===== src/include/dsp_regs_map.vh =====
// constants for the dsp status / control register file
// assumes inclusion by bare name from design files
`ifndef DSP_REGS_MAP_VH
`define DSP_REGS_MAP_VH
`define GT_BIT        7
`define Z_BIT         6
`define N_BIT         5
`define V_BIT         4
`define CS_HI         3
`define CS_LO         1
`define DC_BIT        0
`define CS_CARRY      3'h0
`define CS_NEG        3'h1
`define CS_ZERO       3'h2
`define CS_OVF        3'h3
`define CS_GT         3'h4
`define CS_GE         3'h5
`define DSR_RESET     32'h00000000
`define DSR_WMASK     32'h000000ff
`define VBR_RESET     32'h00000000
`define PC_RESET      32'ha0000000
`define SR_RESET      32'h70003c00
`define SR_MD_BIT     30
`define SR_RB_BIT     29
`define SR_BL_BIT     28
`define SR_RC_HI      27
`define SR_RC_LO      16
`define SR_DMY_BIT    11
`define SR_DMX_BIT    10
`define SR_F_HI       13
`define SR_F_LO       10
`define SZ_BYTE       2'h0
`define SZ_WORD       2'h1
`define SZ_LONG       2'h2
`define IMM_SIGN      1'b0
`define IMM_ZERO      1'b1
`define ASH_MIN       7'h60
`define ASH_MAX       7'h20
`define LSH_MIN       6'h30
`define LSH_MAX       6'h10
`endif


===== src/verilog/dsp_regfile.v =====
// dsp status, repeat, modulo and core control register state with data format helpers
// assumes single clock, synchronous active-high reset acting as power-on reset
// Contract
// - dsp status bits 31..8 read zero
// - bit 7 set on positive or greater
// - bit 6 set on zero or equal
// - bit 5 set on negative or smaller
// - bit 4 set on overflow
// - bits 3..1 select condition source
// - bit 0 reflects selected condition
// - loops use count, start, end registers
// - modulo register holds end high, start low
// - modulo wrap only on x/y transfers
// - status word reset pattern fixed
// - vector base, dsp status zero; pc a0000000
// - byte/word loads sign-extended to 32
// - misaligned word/long raises address error
// - endian sampled on first clock after reset, fixed after
// - immediates sign or zero extended by op
// - fixed-point point between bits 31,30
// - integer point between bits 16,15
// - arith shift seven bits, valid -32..32
// - logical shift six bits, valid -16..16
// - conditional ops never update status
`timescale 1ns/1ps
`default_nettype none
`include "dsp_regs_map.vh"
module dsp_regfile (
    input  wire        clk,
    input  wire        rst,
    input  wire        endian_select_pin,
    input  wire        dsr_wr,
    input  wire [31:0] dsr_wdata,
    input  wire        sr_wr,
    input  wire [31:0] sr_wdata,
    input  wire        vbr_wr,
    input  wire [31:0] vbr_wdata,
    input  wire        pc_wr,
    input  wire [31:0] pc_wdata,
    input  wire        rs_wr,
    input  wire [31:0] rs_wdata,
    input  wire        re_wr,
    input  wire [31:0] re_wdata,
    input  wire        mod_wr,
    input  wire [31:0] mod_wdata,
    input  wire        op_valid,
    input  wire        op_cond,
    input  wire        op_cmp,
    input  wire [31:0] op_a,
    input  wire [31:0] op_b,
    input  wire [31:0] op_result,
    input  wire        op_ovf,
    input  wire        op_carry,
    input  wire        xfer_valid,
    input  wire        xfer_is_xy,
    input  wire        xfer_is_y,
    input  wire [15:0] xfer_addr,
    input  wire [31:0] mem_addr,
    input  wire [1:0]  mem_size,
    input  wire        mem_valid,
    input  wire [31:0] load_raw,
    input  wire [7:0]  imm_byte,
    input  wire        imm_zero_ext,
    input  wire [6:0]  ash_amount,
    input  wire [5:0]  lsh_amount,
    input  wire [31:0] fix_data,
    output wire [31:0] dsr_rdata,
    output wire [31:0] sr_rdata,
    output wire [31:0] vbr_rdata,
    output wire [31:0] pc_rdata,
    output wire [31:0] rs_rdata,
    output wire [31:0] re_rdata,
    output wire [31:0] mod_rdata,
    output wire        dsp_condition_bit,
    output wire        exec_enable,
    output wire [11:0] repeat_count,
    output wire        x_modulo_enable,
    output wire        y_modulo_enable,
    output wire [15:0] xfer_addr_wrapped,
    output reg         addr_error,
    output wire [31:0] load_ext,
    output wire [31:0] imm_ext,
    output wire        little_endian,
    output wire        ash_valid,
    output wire        lsh_valid,
    output wire        fix_sign,
    output wire [30:0] fix_frac,
    output wire [15:0] int_part,
    output wire [15:0] int_frac
);
    reg  [7:0]  dsr_reg;
    reg  [7:0]  dsr_next;
    reg  [31:0] sr_reg;
    reg  [31:0] vbr_reg;
    reg  [31:0] pc_reg;
    reg  [31:0] rs_reg;
    reg  [31:0] re_reg;
    reg  [31:0] mod_reg;
    reg         endian_reg;
    reg         sampled_reg;
    wire [15:0] modulo_end_addr;
    wire [15:0] modulo_start_addr;
    wire        res_zero;
    wire        res_neg;
    wire        f_gt;
    wire        f_z;
    wire        f_n;
    wire        cond_ge;
    reg         dc_sel;

    assign res_zero = (op_result == 32'h00000000);
    assign res_neg  = op_result[31];
    assign f_gt = op_cmp ? ($signed(op_a) > $signed(op_b)) : (!res_neg && !res_zero);
    assign f_z  = op_cmp ? (op_a == op_b) : res_zero;
    assign f_n  = op_cmp ? ($signed(op_a) < $signed(op_b)) : res_neg;
    assign cond_ge = !(f_n ^ op_ovf);

    always @* begin
        case (dsr_reg[`CS_HI:`CS_LO])
            `CS_CARRY: dc_sel = op_carry;
            `CS_NEG:   dc_sel = f_n;
            `CS_ZERO:  dc_sel = f_z;
            `CS_OVF:   dc_sel = op_ovf;
            `CS_GT:    dc_sel = f_gt && !op_ovf;
            `CS_GE:    dc_sel = cond_ge;
            default:   dc_sel = 1'b0;
        endcase
    end

    always @* begin
        dsr_next = dsr_reg;
        if (dsr_wr) begin
            dsr_next = dsr_wdata[7:0];
        end else if (op_valid && !op_cond) begin
            dsr_next[`GT_BIT] = f_gt;
            dsr_next[`Z_BIT]  = f_z;
            dsr_next[`N_BIT]  = f_n;
            dsr_next[`V_BIT]  = op_ovf;
            dsr_next[`DC_BIT] = dc_sel;
        end
    end

    always @(posedge clk) begin
        if (rst) begin
            dsr_reg <= 8'h00;
            sr_reg  <= `SR_RESET;
            vbr_reg <= `VBR_RESET;
            pc_reg  <= `PC_RESET;
            rs_reg  <= 32'h00000000;
            re_reg  <= 32'h00000000;
            mod_reg <= 32'h00000000;
            sampled_reg <= 1'b0;
            endian_reg  <= 1'b0;
        end else begin
            dsr_reg <= dsr_next;
            if (sr_wr) sr_reg <= sr_wdata;
            if (vbr_wr) vbr_reg <= vbr_wdata;
            if (pc_wr) pc_reg <= pc_wdata;
            if (rs_wr) rs_reg <= rs_wdata;
            if (re_wr) re_reg <= re_wdata;
            if (mod_wr) mod_reg <= mod_wdata;
            if (!sampled_reg) begin
                endian_reg  <= endian_select_pin;
                sampled_reg <= 1'b1;
            end
        end
    end

    assign dsr_rdata = {24'h000000, dsr_reg};
    assign dsp_condition_bit = dsr_reg[`DC_BIT];
    assign exec_enable = !op_cond || dsr_reg[`DC_BIT];
    assign sr_rdata  = sr_reg;
    assign vbr_rdata = vbr_reg;
    assign pc_rdata  = pc_reg;
    assign rs_rdata  = rs_reg;
    assign re_rdata  = re_reg;
    assign mod_rdata = mod_reg;
    assign little_endian = endian_reg;
    assign repeat_count    = sr_reg[`SR_RC_HI:`SR_RC_LO];
    assign x_modulo_enable = sr_reg[`SR_DMX_BIT];
    assign y_modulo_enable = sr_reg[`SR_DMY_BIT];

    assign modulo_end_addr   = mod_reg[31:16];
    assign modulo_start_addr = mod_reg[15:0];
    // wrap to start when the pointer sits on the end address
    assign xfer_addr_wrapped = (xfer_valid && xfer_is_xy &&
                                (xfer_is_y ? y_modulo_enable : x_modulo_enable) &&
                                xfer_addr == modulo_end_addr) ? modulo_start_addr : xfer_addr;

    always @* begin
        addr_error = 1'b0;
        if (mem_valid) begin
            if (mem_size == `SZ_WORD) addr_error = mem_addr[0];
            else if (mem_size == `SZ_LONG) addr_error = |mem_addr[1:0];
        end
    end

    ext_unit load_ext_u (
        .raw      (load_raw),
        .size     (mem_size),
        .zero_ext (1'b0),
        .ext      (load_ext)
    );

    ext_unit imm_ext_u (
        .raw      ({24'h000000, imm_byte}),
        .size     (`SZ_BYTE),
        .zero_ext (imm_zero_ext),
        .ext      (imm_ext)
    );

    assign ash_valid = ($signed(ash_amount) >= $signed(`ASH_MIN)) &&
                       ($signed(ash_amount) <= $signed(`ASH_MAX));
    assign lsh_valid = ($signed(lsh_amount) >= $signed(`LSH_MIN)) &&
                       ($signed(lsh_amount) <= $signed(`LSH_MAX));
    assign fix_sign = fix_data[31];
    assign fix_frac = fix_data[30:0];
    assign int_part = fix_data[31:16];
    assign int_frac = fix_data[15:0];
endmodule
`default_nettype wire


===== src/verilog/ext_unit.v =====
// load-data and immediate extension unit
// assumes size code from the map header
`timescale 1ns/1ps
`default_nettype none
`include "dsp_regs_map.vh"
module ext_unit (
    input  wire [31:0] raw,
    input  wire [1:0]  size,
    input  wire        zero_ext,
    output reg  [31:0] ext
);
    always @* begin
        if (size == `SZ_BYTE) begin
            ext = zero_ext ? {24'h000000, raw[7:0]} : {{24{raw[7]}}, raw[7:0]};
        end else if (size == `SZ_WORD) begin
            ext = zero_ext ? {16'h0000, raw[15:0]} : {{16{raw[15]}}, raw[15:0]};
        end else begin
            ext = raw;
        end
    end
endmodule
`default_nettype wire


===== config.mk =====
export PLATFORM = sky130hd
export DESIGN_NAME = dsp_regfile
export DESIGN_NICKNAME = d
export VERILOG_FILES = /design/src/verilog/dsp_regfile.v /design/src/verilog/ext_unit.v
export VERILOG_INCLUDE_DIRS = /design/src /design/src/include
export SDC_FILE = /design/constraint.sdc
export NUM_CORES = 1
export LEC_CHECK = 0
export ABC_AREA = 1
export BUFFER_PORTS_ARGS = -buffer_cell sky130_fd_sc_hd__buf_2
export CORE_AREA = 2 2 339 341
export CTS_CLUSTER_SIZE = 12
export DETAILED_ROUTE_END_ITERATION = 10
export DIE_AREA = 0 0 341 343
export GPL_ROUTABILITY_DRIVEN = 0
export PLACE_DENSITY = 0.33
export SLEW_MARGIN = 20
export SYNTH_ARGS = -nofsm -noshare
export SYNTH_HDL_FRONTEND = slang
export SYNTH_SLANG_ARGS = --single-unit
export TNS_END_PERCENT = 30

===== constraint.sdc =====
create_clock -name clk -period 1.9 [get_ports clk]
set_input_delay 0.19 -clock clk [delete_from_list [all_inputs] [get_ports clk]]
set_output_delay 0.19 -clock clk [all_outputs]
set_load 0.02 [all_outputs]

After elaboration in Yosys (flattened, before gate mapping):

Cells that the tools add are included.
Widths: inputs -> output; s select.

* register bits after elaboration: 202
* bits in latches: 0
* bits in writable memories: 0
* ROM bits: 0
* input bits: 475
* word-level logic and storage cells: 62
* memories: 0

* add/subtract/negate cells: 0
* multipliers: 0
* div/mod/pow operators: 0
* $lt $le $gt $ge: 6
* equality and inequality tests: 9
* shift-type cells: 0
* mux-type cells: 17
* bitwise gates (word level): 1
* reduce and logical (&&, ||, !) cells: 19

Operators by type and width (count)
* $mux 32: 3
* $eq 32x32->1: 1
* $gt 32x32->1: 1
* $logic_not 32->1: 1
* $lt 32x32->1: 1
* $eq 16x16->1: 1
* $mux 16: 1
* $mux 1: 10
* $logic_and 1x1->1: 8
* $mux 4: 2
* $ge 7x6->1 const B: 1
* $le 7x7->1 const B: 1
* $eq 3x2->1 const B: 2
* $eq 3x3->1 const B: 2
* $ge 6x5->1 const B: 1
* $le 6x6->1 const B: 1
* $pmux 1 s6: 1
* $logic_not 1->1: 5
* $eq 3x1->1 const B: 1
* $logic_not 3->1: 1
* $eq 2x1->1 const B: 1
* $eq 2x2->1 const B: 1
* $logic_not 2->1: 1
* $reduce_bool 2->1: 1
* other kinds (3): 3

Depth between registers and ports, before layout:

Gate-level depths: netlist (run 1).

* depth after elaboration: 8
* mapped depth: 16
* mapped depth without buffers: 16

Modules after synthesis:

Synthesis (run 1) repeated with hierarchy kept, for this count alone.

* cell total of the unflattened synthesis: 1409
* area total of the unflattened synthesis: 9990.8 um^2

By module, submodules not included
* dsp_regfile: instances 1, cells each 1269, area an instance 9250.1 um^2, sequential area each 4043.9 um^2
* ext_unit: instances 2, cells each 70, area an instance 370.4 um^2, sequential area each 0.0 um^2

Least setup slack after synthesis (run 1):

OpenSTA, ideal clock, no wires.

* path kind: register to output
* start point: register mod_reg[17] (netlist: mod_rdata[17])
* end point: output port xfer_addr_wrapped[0]
* arrival: 1.745 ns
* required time: 1.710 ns
* slack: -0.035 ns
* cell stages (with the launch flop): 8
* buffers on the path: 1
* path through: dfxtp_1 -> clkinv_1 -> nand2_1 -> nand4_1 -> nor4_2 -> nand4_1 -> clkbuf_1 -> o21ai_0

* word-level cells in the longest chain between the ends: 3

Ends and longest elaborated chain
* start, declared: line dsp_regfile.v:98 `reg [31:0] mod_reg;`
* start signal, assigned: line dsp_regfile.v:161 `if (mod_wr) mod_reg <= mod_wdata;`
* $eq 16x16->1: line dsp_regfile.v:188 `xfer_addr == modulo_end_addr) ? modulo_start_addr : xfer_addr;`
* $logic_and 1x1->1: line dsp_regfile.v:187 `(xfer_is_y ? y_modulo_enable : x_modulo_enable) &&`
* $mux 16: line dsp_regfile.v:188
* end, declared: line dsp_regfile.v:79 `output wire [15:0] xfer_addr_wrapped,`

Every way passes these cells.

Worst setup path in the final report (run 1):

* start point: register mod_reg[24] (netlist: mod_rdata[24])
* end point: output port xfer_addr_wrapped[6]

The elaborated chain is that of the path after synthesis.

==> results.py, run 1 <==
metrics = {
    "outcome": {
        "status": "complete, but fails checks",
        "failed_checks": "setup timing",
    },
    "die": {
        "ios": 863,
        "die_width_microns": 341,
        "initial_core_util_pct": 8.594,
        "die-area_sq_um": 117000,
        "dieHeight_microns": 343,
        "fp-row-count": 124,
        "core_area_sq_um": 113400,
    },
    "setup_path": {
        "cpMaxStageDelayCell": "dfxtp_2",
        "critPathArrivalTime_ns": 2.38,
        "rrSetupSlack_ns": 0.51,
        "rr_endpoint": "re_rdata[17]$_SDFFE_PP0P_",
        "worstPathMaxFanout": 7,
        "critical_path.max_stage_delay_ns": 0.33,
        "cp.required_ns": 1.71,
        "cpMostUsedCell": "buf_4",
        "rr_startpoint": "re_rdata[17]$_SDFFE_PP0P_",
        "cp-startpoint": "mod_rdata[24]$_SDFFE_PP0P_",
        "end_kind": "output port",
        "crit_path_start_kind": "flop",
        "worstPathCellList": "xor2_2 -> nor4_2 -> buf_4 -> nand4_1 -> buf_4 -> clkbuf_16 -> o21ai_4 -> buf_6",
        "reg2regPathDepth": 3,
        "worstSetupPathType": "reg -> out",
    },
    "clocking": {
        "cts_max_level": 1,
        "numCtsBuffers": 29,
        "clk_latency_ns": 0.60,
        "clockBufferDepth": 3,
        "clock_sinks": 202,
        "cts_tree": "done",
        "clk_pin_slew_ns": 0.06,
        "cts_root_buf": "clkbuf_16",
    },
    "timing": {
        "slew_headroom_pct": 60.75,
        "maxSlewViolCount": 0,
        "tightestPinTransition_ns": 0.5825,
        "clock_skew_ns": 0.002429,
        "rsz0062_at_grt": "true",
        "finalSetupViolations": 16,
        "timing.final.ws_setup_ns": -0.6659,
        "finalHoldViolCount": 0,
        "fmax_mhz": 389.7,
        "timing.final.crit_share_pct": 135.0,
        "tns_ns": -10.23,
        "finalCriticalPeriod_ns": 2.566,
    },
    "detailed_routing": {
        "drc": 0,
        "dr_wl_met3_microns": 6447,
        "wirelength_microns": 54420,
        "highest_layer": "met5",
        "wl_met1_microns": 21600,
        "num_vias": 11390,
        "drtIter0Drc": 376,
        "first_pass_iters": 6,
        "wl_met2_microns": 24650,
        "vias_per_cell": 3.095,
        "ant_nets": 0,
        "wl_per_cell_microns": 14.79,
    },
    "layout": {
        "syn_to_final_growth_pct": 81.95,
        "layout-drive-gt1-share_pct": 37.41,
        "multi_input_area_sq_um": 4310,
        "stdcell_count": 3680,
        "nFillCells": 13121,
        "seq_area_sq_um": 4046,
        "final_nets": 2650,
    },
    "logic_synthesis": {
        "synth_most_common_cell": "nor2_1",
        "synthFlopType": "dfxtp_1",
        "synth_edf_count": 0,
        "synth.top_cells.by_count": "nor2_1, o21ai_0, dfxtp_1",
        "synth.largest_area_cell": "dfxtp_1",
        "yosysWarnings": 0,
        "synth_top_area_share_pct": 41.49,
        "ys_top_cells_by_area": "dfxtp_1, nor2_1, o21ai_0, buf_4, nand2_1",
        "synth_seq_cells": 202,
        "syn_area_sq_um": 9747,
        "synth_area_per_cell_sq_um": 7.183,
        "netlist_instances": 1357,
        "seq_area_frac_synth_pct": 41.49,
        "async_reset_ff_share_pct": 0,
        "ys_types": 34,
    },
    "placed_design": {
        "portBuffers": 660,
        "dp_hpwl_microns": 43800,
        "placed_cells": 3399,
    },
    "global_route": {
        "grt_pass1_vias": 11425,
        "antenna_found_initial": 10,
        "grt_first_pass_wirelength_microns": 75650,
        "grt_max_degree": 49,
        "grt-ovfl-total": 0,
        "grt_util_all_layers_pct": 8.693,
    },
    "min_path": {
        "hold_path_depth": 4,
        "min-delay-start": "vbr_wr",
        "hold_path_class": "in -> reg",
        "hold-path-endpoint": "vbr_rdata[30]$_SDFFE_PP0P_",
    },
    "pwr": {
        "power_leakage_nw": 8.694,
        "max-vdd-ir-drop_mv": 0.6404,
        "powerDensity_nw_per_um2": 760.5,
    },
    "flow_run": {
        "cap_violations": 0,
    },
}
worst max path at each step:
stage / to / slack [ns] / cells after the start
2_1_floorplan: xfer_addr_wrapped[0] / -0.04 / 7
6_report: xfer_addr_wrapped[6] / -0.67 / 8
3_3_place_gp: xfer_addr_wrapped[5] / -0.14 / 7
5_1_grt: xfer_addr_wrapped[6] / -0.83 / 8
3_5_place_dp: xfer_addr_wrapped[7] / -0.14 / 7
4_1_cts: xfer_addr_wrapped[7] / -0.78 / 7
where the power goes:
| part | switching (mW) | total, mW | internal (mW) | leakage, nW |
|---|---|---|---|---|
| Sequential | 0.164 | 4.70 | 4.54 | 1.68 |
| Clock | 2.30 | 5.76 | 3.46 | 0.479 |
| Combinational | 1.76 | 3.02 | 1.26 | 6.53 |
| Total | 4.23 | 13.5 | 9.26 | 8.69 |
metrics by stage:
step	setup slack [ns]	util (%)	cell area, sq um	power, mW	hold WS (ns)
2_1_floorplan	-0.03511	-	9833	6.399	0.2524
5_1_grt	-0.8275	15.63	17730	14.32	0.05294
3_3_place_gp	-0.1372	12.54	14220	7.462	0.3801
4_1_cts	-0.7792	15.34	17400	13.82	0.009607
6_report	-0.6659	15.64	17730	13.49	0.05849
3_5_place_dp	-0.1439	12.54	14220	7.447	0.3801
timing repair:
action / in CTS / in global routing
resized for setup: 4 / 77
hold buffers: 218 / 0
pin swaps: 1 / 3
endpoints found under the hold margin: 200 / 0
cloned: 0 / 3
buffers inserted: 0 / 4
setup endpoints to repair: 16 / 17
per-layer routing:
layer | vias up | global-route usage, %
met1 | 5041 | 9.804
met4 | 10 | 2.854
met3 | 96 | 4.366
met5 | - | 0
met2 | 509 | 14.21
li1 | 5734 | -
final cells by class:
| class | instances | area share, % |
|---|---|---|
| repair buffers | 940 | 34.75 |
| multi-input cells | 884 | 24.31 |
| flip-flops and latches | 202 | 22.82 |
| well taps | 1512 | 10.67 |
| clock buffers | 43 | 4.727 |
| inverters | 86 | 1.848 |
| clock inverters | 10 | 0.8396 |
| diodes | 3 | 0.04233 |
logic make-up after synthesis:
kind of cell | count (synthesis) | synth area share, %
compound gates | 262 | 13.66
xor+xnor | 14 | 1.258
fa+ha+maj | 32 | 4.108
buf+inv | 294 | 16.80
flops | 202 | 41.49
mux | 3 | 0.3466
other cells | 1 | 0.03847
simple gates | 549 | 22.30
worst max-delay path: cells and delay by family, from the launching register on:
family / cells / cell delay (ns)
compound gates: 1 / 0.14
xor+xnor: 1 / 0.14
buf+inv: 4 / 0.68
flops: 1 / 0.33
simple gates: 2 / 0.49
placed cells by master (no fill, tap or decap), types with 5 or more instances in the layout:
cell type and n:
ha_1 31, nand2_1 124, dlygate4sd3_1 218, conb_1 24, dfxtp_1 200, clkbuf_16 31
buf_6 14, nand2_2 8, buf_2 645, buf_4 54, nand3_1 23, a21oi_1 38
o21ai_4 5, nand4_1 5, buf_12 7, o21ai_2 6, clkbuf_1 8, inv_1 84
xor2_1 13, clkbuf_8 6, nor2_1 366, o21ai_0 201
Power figures use the tool's default switching activity.
==> run 2, diff against run 1 <==
--- a/config.mk
+++ b/config.mk
@@ -13,6 +13,7 @@
 export DETAILED_ROUTE_END_ITERATION = 10
 export DIE_AREA = 0 0 341 343
 export GPL_ROUTABILITY_DRIVEN = 0
+export GPL_TIMING_DRIVEN = 0
 export PLACE_DENSITY = 0.33
 export SLEW_MARGIN = 20
 export SYNTH_ARGS = -nofsm -noshare
==> constraint.sdc (replaced) <==
create_clock -name clk -period 2.8 [get_ports clk]
set_input_delay 0.28 -clock clk [delete_from_list [all_inputs] [get_ports clk]]
set_output_delay 0.28 -clock clk [all_outputs]
set_load 0.02 [all_outputs]
==> run 2 against run 1 <==
The flow now finishes without violations. Worst hold slack lost 0.0039 ns. Global-route usage grew 1.3 points. Cell area grew 4.7%. Setup slack better by 0.75 ns. Combinational power decreased by 24%. Non-clock buffer count grew 217. First-iteration DRC count decreased by 5.9%. Largest cell class unchanged. Largest power group unchanged. Highest routed layer unchanged.
==> results.py, run 2 (synthesis gave the netlist of run 1 again) <==
metrics = {
    "global_route": {
        "grt_max_degree": 25,
        "grt_util_all_layers_pct": 10.02,
        "grt_util_met3_pct": 4.333,
        "antenna_found_initial": 11,
        "use_met1_pct": 11.19,
        "grt_first_pass_wirelength_microns": 84850,
        "busiest_layer": "met2",
        "grt_use_met2_pct": 17.20,
        "grt-ovfl-total": 0,
        "grt_pass1_vias": 12266,
    },
    "timing": {
        "timing.final.crit_share_pct": 97.11,
        "maxSlewViolCount": 0,
        "clock_skew_ns": 0.008679,
        "fmax_mhz": 367.8,
        "finalHoldViolCount": 0,
        "finalSetupViolations": 0,
        "slew_headroom_pct": 32.47,
        "tns_ns": 0,
        "timing.final.ws_setup_ns": 0.08105,
        "finalCriticalPeriod_ns": 2.719,
        "tightestPinTransition_ns": 1.013,
        "rsz0062_at_grt": "true",
    },
    "clocking": {
        "numCtsBuffers": 28,
        "clk_latency_ns": 0.58,
        "clockBufferDepth": 3,
        "cts_max_level": 1,
        "clk_pin_slew_ns": 0.06,
        "clock_sinks": 202,
        "cts_tree": "done",
        "cts_root_buf": "clkbuf_16",
    },
    "detailed_routing": {
        "vias_per_cell": 3.111,
        "drtIter0Drc": 354,
        "drc": 0,
        "wl_per_cell_microns": 16.07,
        "ant_nets": 0,
        "wirelength_microns": 62590,
        "num_vias": 12121,
        "first_pass_iters": 4,
    },
    "setup_path": {
        "worstSetupPathType": "reg -> out",
        "cp.required_ns": 2.52,
        "crit_path_start_kind": "flop",
        "critPathArrivalTime_ns": 2.44,
        "worstPathMaxFanout": 7,
        "end_kind": "output port",
    },
    "flow_run": {
        "cap_violations": 0,
    },
    "placed_design": {
        "dp_slack_ns": -0.2941,
        "dpl_cell_area_sq_um": 15410,
        "dp_hpwl_microns": 51790,
        "portBuffers": 735,
    },
    "layout": {
        "layout-drive-gt1-share_pct": 40.31,
        "nFillCells": 13201,
        "final_cell_mix": "buf_2, nor2_1, o21ai_0, dlygate4sd3_1, dfxtp_1",
        "layout_commonest_cell": "buf_2",
        "syn_to_final_growth_pct": 90.49,
        "fin_area_sq_um": 18570,
        "utilization_pct": 16.37,
        "seq_area_sq_um": 4048,
        "multi_input_area_sq_um": 4189,
        "final_nets": 2866,
    },
    "pwr": {
        "p_total_mw": 9.169,
        "powerDensity_nw_per_um2": 493.8,
        "power_leakage_nw": 9.377,
        "max-vdd-ir-drop_mv": 0.3683,
    },
    "die": {
        "initial_core_util_pct": 8.594,
        "ios": 863,
        "fp-row-count": 124,
        "die-area_sq_um": 117000,
        "dieHeight_microns": 343,
        "die_width_microns": 341,
        "core_area_sq_um": 113400,
    },
    "min_path": {
        "hold_path_class": "in -> reg",
    },
    "outcome": {
        "status": "completed",
    },
}
## run 2: worst max-delay path, stage by stage, from the launching register on
cell     delay (ns)
dfxtp_2        0.33
inv_4          0.10
or2_1          0.11
nand4_1        0.17
nor4_4         0.27
nand4_1        0.20
buf_6          0.20
mux2_4         0.30
buf_6          0.13
## run 2: layout make-up
type                            instances  share of cell area [%]
Sequential cell                       202                   21.80
Timing Repair Buffer                  949                   31.53
Buffer                                208                   7.177
Clock inverter                         13                  0.6132
Inverter                               86                   1.779
Tap cell                             1512                   10.19
Multi-Input combinational cell        884                   22.56
Clock buffer                           37                   4.279
Antenna cell                            5                 0.06739
## run 2: where the power goes
| group | internal, mW | switching (mW) | total [mW] |
|---|---|---|---|
| logic | 0.959 | 1.34 | 2.30 |
| clock network | 2.08 | 1.59 | 3.67 |
| registers | 3.08 | 0.119 | 3.20 |
| total | 6.12 | 3.05 | 9.17 |
## run 2: final timing paths
kind	slack (ns)	startpoint	endpoint	cells past startpoint
min	0.05	dsr_wdata[3]	dsr_reg[3]$_SDFFE_PP0P_	3
max reg2reg	1.55	dsr_reg[1]$_SDFFE_PP0P_	dsr_reg[0]$_SDFFE_PP0P_	7
max	0.08	mod_rdata[17]$_SDFFE_PP0P_	xfer_addr_wrapped[7]	8
min reg2reg	0.42	sampled_reg$_DFF_P_	little_endian$_SDFFE_PP0N_	1
## run 2: timing repair
item	CTS	global route
pin swaps	3	6
gates resized for setup	17	29
hold endpoints to repair	198	0
buffers inserted	3	0
setup endpoints to repair	16	20
hold buffers	211	0
cloned	0	0
## run 2: routing by layer
layer  up-vias  share of wire [%]
met5         -              0.043
met2       504                 47
met4         4                2.7
li1       6179                  -
met1      5377                 39
met3        57                 11
## run 2: stage by stage
stage | hold slack (ns) | std cells
6_report | 0.05458 | 3896
5_1_grt | 0.04280 | 3896
4_1_cts | 0.005268 | 3891
3_5_place_dp | 0.4174 | 3627
3_3_place_gp | 0.4302 | 3627
2_1_floorplan | 0.3424 | 1380
==> run 3, diff against run 2 <==
--- a/config.mk
+++ b/config.mk
@@ -6,12 +6,12 @@
 export SDC_FILE = /design/constraint.sdc
 export NUM_CORES = 1
 export LEC_CHECK = 0
-export ABC_AREA = 1
+export ABC_CLOCK_PERIOD_IN_PS = 2800
 export BUFFER_PORTS_ARGS = -buffer_cell sky130_fd_sc_hd__buf_2
-export CORE_AREA = 2 2 339 341
+export CORE_AREA = 2 2 340 342
 export CTS_CLUSTER_SIZE = 12
 export DETAILED_ROUTE_END_ITERATION = 10
-export DIE_AREA = 0 0 341 343
+export DIE_AREA = 0 0 342 344
 export GPL_ROUTABILITY_DRIVEN = 0
 export GPL_TIMING_DRIVEN = 0
 export PLACE_DENSITY = 0.33
==> run 3 against run 2 <==
Critical endpoint is now xfer_addr_wrapped[10]. Flip-flop and latch count unchanged. Highest routed layer unchanged. Maximum frequency down 9.1%. Critical path depth unchanged. The run now ends with setup timing left. Synthesized cell count down 23%. Largest power group unchanged. Core utilization up 0.092 points. Clock-buffer cell count down 3. Die area up 0.59%. Clock skew up 0.020 ns. Critical path type unchanged. Non-clock buffer count down 22. Area after synthesis up 0.74%. Total power down 3.3%. Via count down 12%.
==> results.py, run 3 <==
metrics = {
    "setup_path": {
        "worstPathCellList": "xor2_2 -> nor4_4 -> nand3_2 -> nor3_4 -> buf_6 -> buf_12 -> mux2_4 -> buf_6",
        "rr_startpoint": "dsr_reg[2]$_SDFFE_PP0P_",
        "cp-startpoint": "mod_rdata[27]$_SDFFE_PP0P_",
        "end_kind": "output port",
        "cp-endpoint": "xfer_addr_wrapped[10]",
        "reg2regPathDepth": 7,
        "critical_path.max_stage_delay_ns": 0.43,
        "critPathArrivalTime_ns": 2.71,
        "worstPathMaxFanout": 5,
        "rrSetupSlack_ns": 1.01,
        "cpMostUsedCell": "buf_6",
        "crit_path_start_kind": "flop",
        "cpMaxStageDelayCell": "nor4_4",
        "cp.required_ns": 2.52,
        "rr_endpoint": "dsr_reg[0]$_SDFFE_PP0P_",
        "worstSetupPathType": "reg -> out",
    },
    "clocking": {
        "numCtsBuffers": 27,
        "cts_tree": "done",
        "cts_max_level": 1,
        "clock_sinks": 202,
        "clk_pin_slew_ns": 0.06,
        "cts_root_buf": "clkbuf_16",
        "clk_latency_ns": 0.59,
        "clockBufferDepth": 3,
    },
    "timing": {
        "tightestPinTransition_ns": 1.009,
        "maxSlewViolCount": 0,
        "finalSetupViolations": 16,
        "fmax_mhz": 334.5,
        "finalHoldViolCount": 0,
        "timing.final.crit_share_pct": 106.8,
        "finalCriticalPeriod_ns": 2.990,
        "holdWs_ns": 0.07925,
        "tns_ns": -2.362,
        "rsz0062_at_grt": "true",
        "timing.final.ws_setup_ns": -0.1896,
        "clock_skew_ns": 0.02899,
        "slew_headroom_pct": 32.74,
    },
    "placed_design": {
        "dpl_cell_area_sq_um": 15530,
        "portBuffers": 730,
        "dp_hpwl_microns": 46760,
        "placed_cells": 3320,
        "dp_slack_ns": -1.301,
    },
    "detailed_routing": {
        "vias_per_cell": 2.967,
        "drc": 0,
        "first_pass_iters": 4,
        "wl_per_cell_microns": 15.65,
        "drtIter0Drc": 191,
        "wirelength_microns": 55940,
        "ant_nets": 0,
        "num_vias": 10607,
    },
    "pwr": {
        "switchingPower_mw": 2.764,
        "powerDensity_nw_per_um2": 472.8,
        "max-vdd-ir-drop_mv": 0.3713,
        "seqPwrFrac_pct": 35.9,
        "p_total_mw": 8.863,
        "swShare_pct": 31.18,
        "clockPowerShare_pct": 39.5,
        "p_int_mw": 6.099,
        "combPwrFrac_pct": 24.6,
        "power_leakage_nw": 9.592,
    },
    "logic_synthesis": {
        "syn_area_sq_um": 9819,
        "seq_area_frac_synth_pct": 41.18,
        "synth.top_cells.by_count": "dfxtp_1, nor2_1, mux2i_1",
        "synth_edf_count": 0,
        "netlist_instances": 1051,
        "ys_top_cells_by_area": "dfxtp_1, mux2i_1, buf_4, nor2_1, ha_1",
        "ys_types": 43,
        "synthFlopType": "dfxtp_1",
        "async_reset_ff_share_pct": 0,
        "synth.largest_area_cell": "dfxtp_1",
        "synth_top_area_share_pct": 41.18,
        "synth_seq_cells": 202,
        "synth_area_per_cell_sq_um": 9.343,
        "yosysWarnings": 0,
    },
    "layout": {
        "fin_area_sq_um": 18750,
        "stdcell_count": 3575,
        "layout-drive-gt1-share_pct": 47.38,
        "layout_commonest_cell": "buf_2",
        "nFillCells": 13022,
        "utilization_pct": 16.46,
        "final_nets": 2551,
        "syn_to_final_growth_pct": 90.93,
        "final_cell_mix": "buf_2, nor2_1, dlygate4sd3_1",
    },
    "min_path": {
        "hold_path_class": "in -> reg",
    },
    "global_route": {
        "grt_util_all_layers_pct": 8.871,
        "grt_first_pass_wirelength_microns": 75770,
        "grt_max_degree": 14,
        "grt_pass1_vias": 10947,
        "antenna_found_initial": 11,
        "grt-ovfl-total": 0,
    },
    "die": {
        "ios": 863,
        "core_area_sq_um": 113900,
        "initial_core_util_pct": 8.623,
        "die-area_sq_um": 117600,
        "die_width_microns": 342,
        "fp-row-count": 124,
        "dieHeight_microns": 344,
    },
    "flow_run": {
        "cap_violations": 0,
    },
    "outcome": {
        "failed_checks": "setup timing",
        "status": "complete, but fails checks",
    },
}
[run 3: changes by cell type after synthesis, sizes merged, moves of 5 or more]
cell    before  now
o21ai      215   16
mux2i        0  200
inv         85   37
a21oi       39   22
nand2      136   33
buf        143  163
nor2       369  202
clkbuf      65   31
mux2         3   16
nor4         6   13
xnor2        0    5
a21o         0   19
nand3       25    6
[run 3: worst max-delay path: cells and delay by family (launching register included)]
kind                      cells  cell delay, ns
xor gates and xnor gates      1            0.15
and+or+nand+nor               3            0.81
buffers and inverters         3            0.42
muxes                         1            0.35
DFF                           1            0.35
[run 3: logic make-up (layout without fill, tap and decap cells)]
family / count (synthesis) / in the layout / share of synthesized area (%)
DFF: 202 / 202 / 41.18
muxes: 216 / 216 / 22.22
adders and majority gates: 32 / 32 / 4.077
xor gates and xnor gates: 16 / 16 / 1.427
AOI/OAI and AO/OA: 70 / 70 / 4.626
and+or+nand+nor: 282 / 282 / 11.96
buffers and inverters: 232 / 1218 / 14.46
other: 1 / 27 / 0.03819
[run 3: per-layer routing]
layer	routed length, microns	vias to the layer above	GRT usage [%]
met3	5071	73	2.954
met5	58	-	0
met2	28650	515	16.74
met1	20810	4682	9.387
met4	1350	8	2.239
li1	-	5329	-
[run 3: power by group through the flow]
stage          combinational [mW]  clock (mW)  sequential, mW
4_1_cts                      2.22        3.74            3.19
3_3_place_gp                 1.95           0            3.25
3_5_place_dp                 1.95           0            3.25
5_1_grt                      2.37        3.83            3.21
6_report                     2.18        3.50            3.18
2_1_floorplan               0.890           0            3.41
[run 3: worst min-delay path by stage]
stage	slack, ns	cells past startpoint	to	startpoint
3_3_place_gp	0.46	2	sr_rdata[28]$_SDFFE_PP1P_	sr_rdata[28]$_SDFFE_PP1P_
3_5_place_dp	0.46	2	sr_rdata[29]$_SDFFE_PP1P_	sr_rdata[29]$_SDFFE_PP1P_
6_report	0.08	2	dsr_reg[7]$_SDFFE_PP0P_	rst
5_1_grt	0.04	3	dsr_reg[0]$_SDFFE_PP0P_	dsr_wdata[0]
2_1_floorplan	0.41	2	pc_rdata[29]$_SDFFE_PP1P_	pc_wdata[29]
4_1_cts	0.03	3	dsr_reg[0]$_SDFFE_PP0P_	dsr_wdata[0]
[run 3: final cells by class]
cell class	instances	area (sq um)	area share, %
Timing Repair Buffer	941	5893	31.43
Multi-Input combinational cell	640	4592	24.49
Sequential cell	202	4061	21.66
Tap cell	1512	1892	10.09
Buffer	194	1301	6.941
Clock buffer	34	742.0	3.958
Inverter	38	142.6	0.7608
Clock inverter	11	116.4	0.6207
Antenna cell	3	7.507	0.04004
[run 3: timing repair]
| item | in CTS | in global routing |
|---|---|---|
| setup buffers | 4 | 2 |
| gates cloned | 1 | 0 |
| hold buffers | 200 | 0 |
| gates resized for setup | 64 | 12 |
| pin swaps | 5 | 5 |
| hold endpoints to repair | 200 | 0 |
| setup endpoints to repair | 16 | 16 |
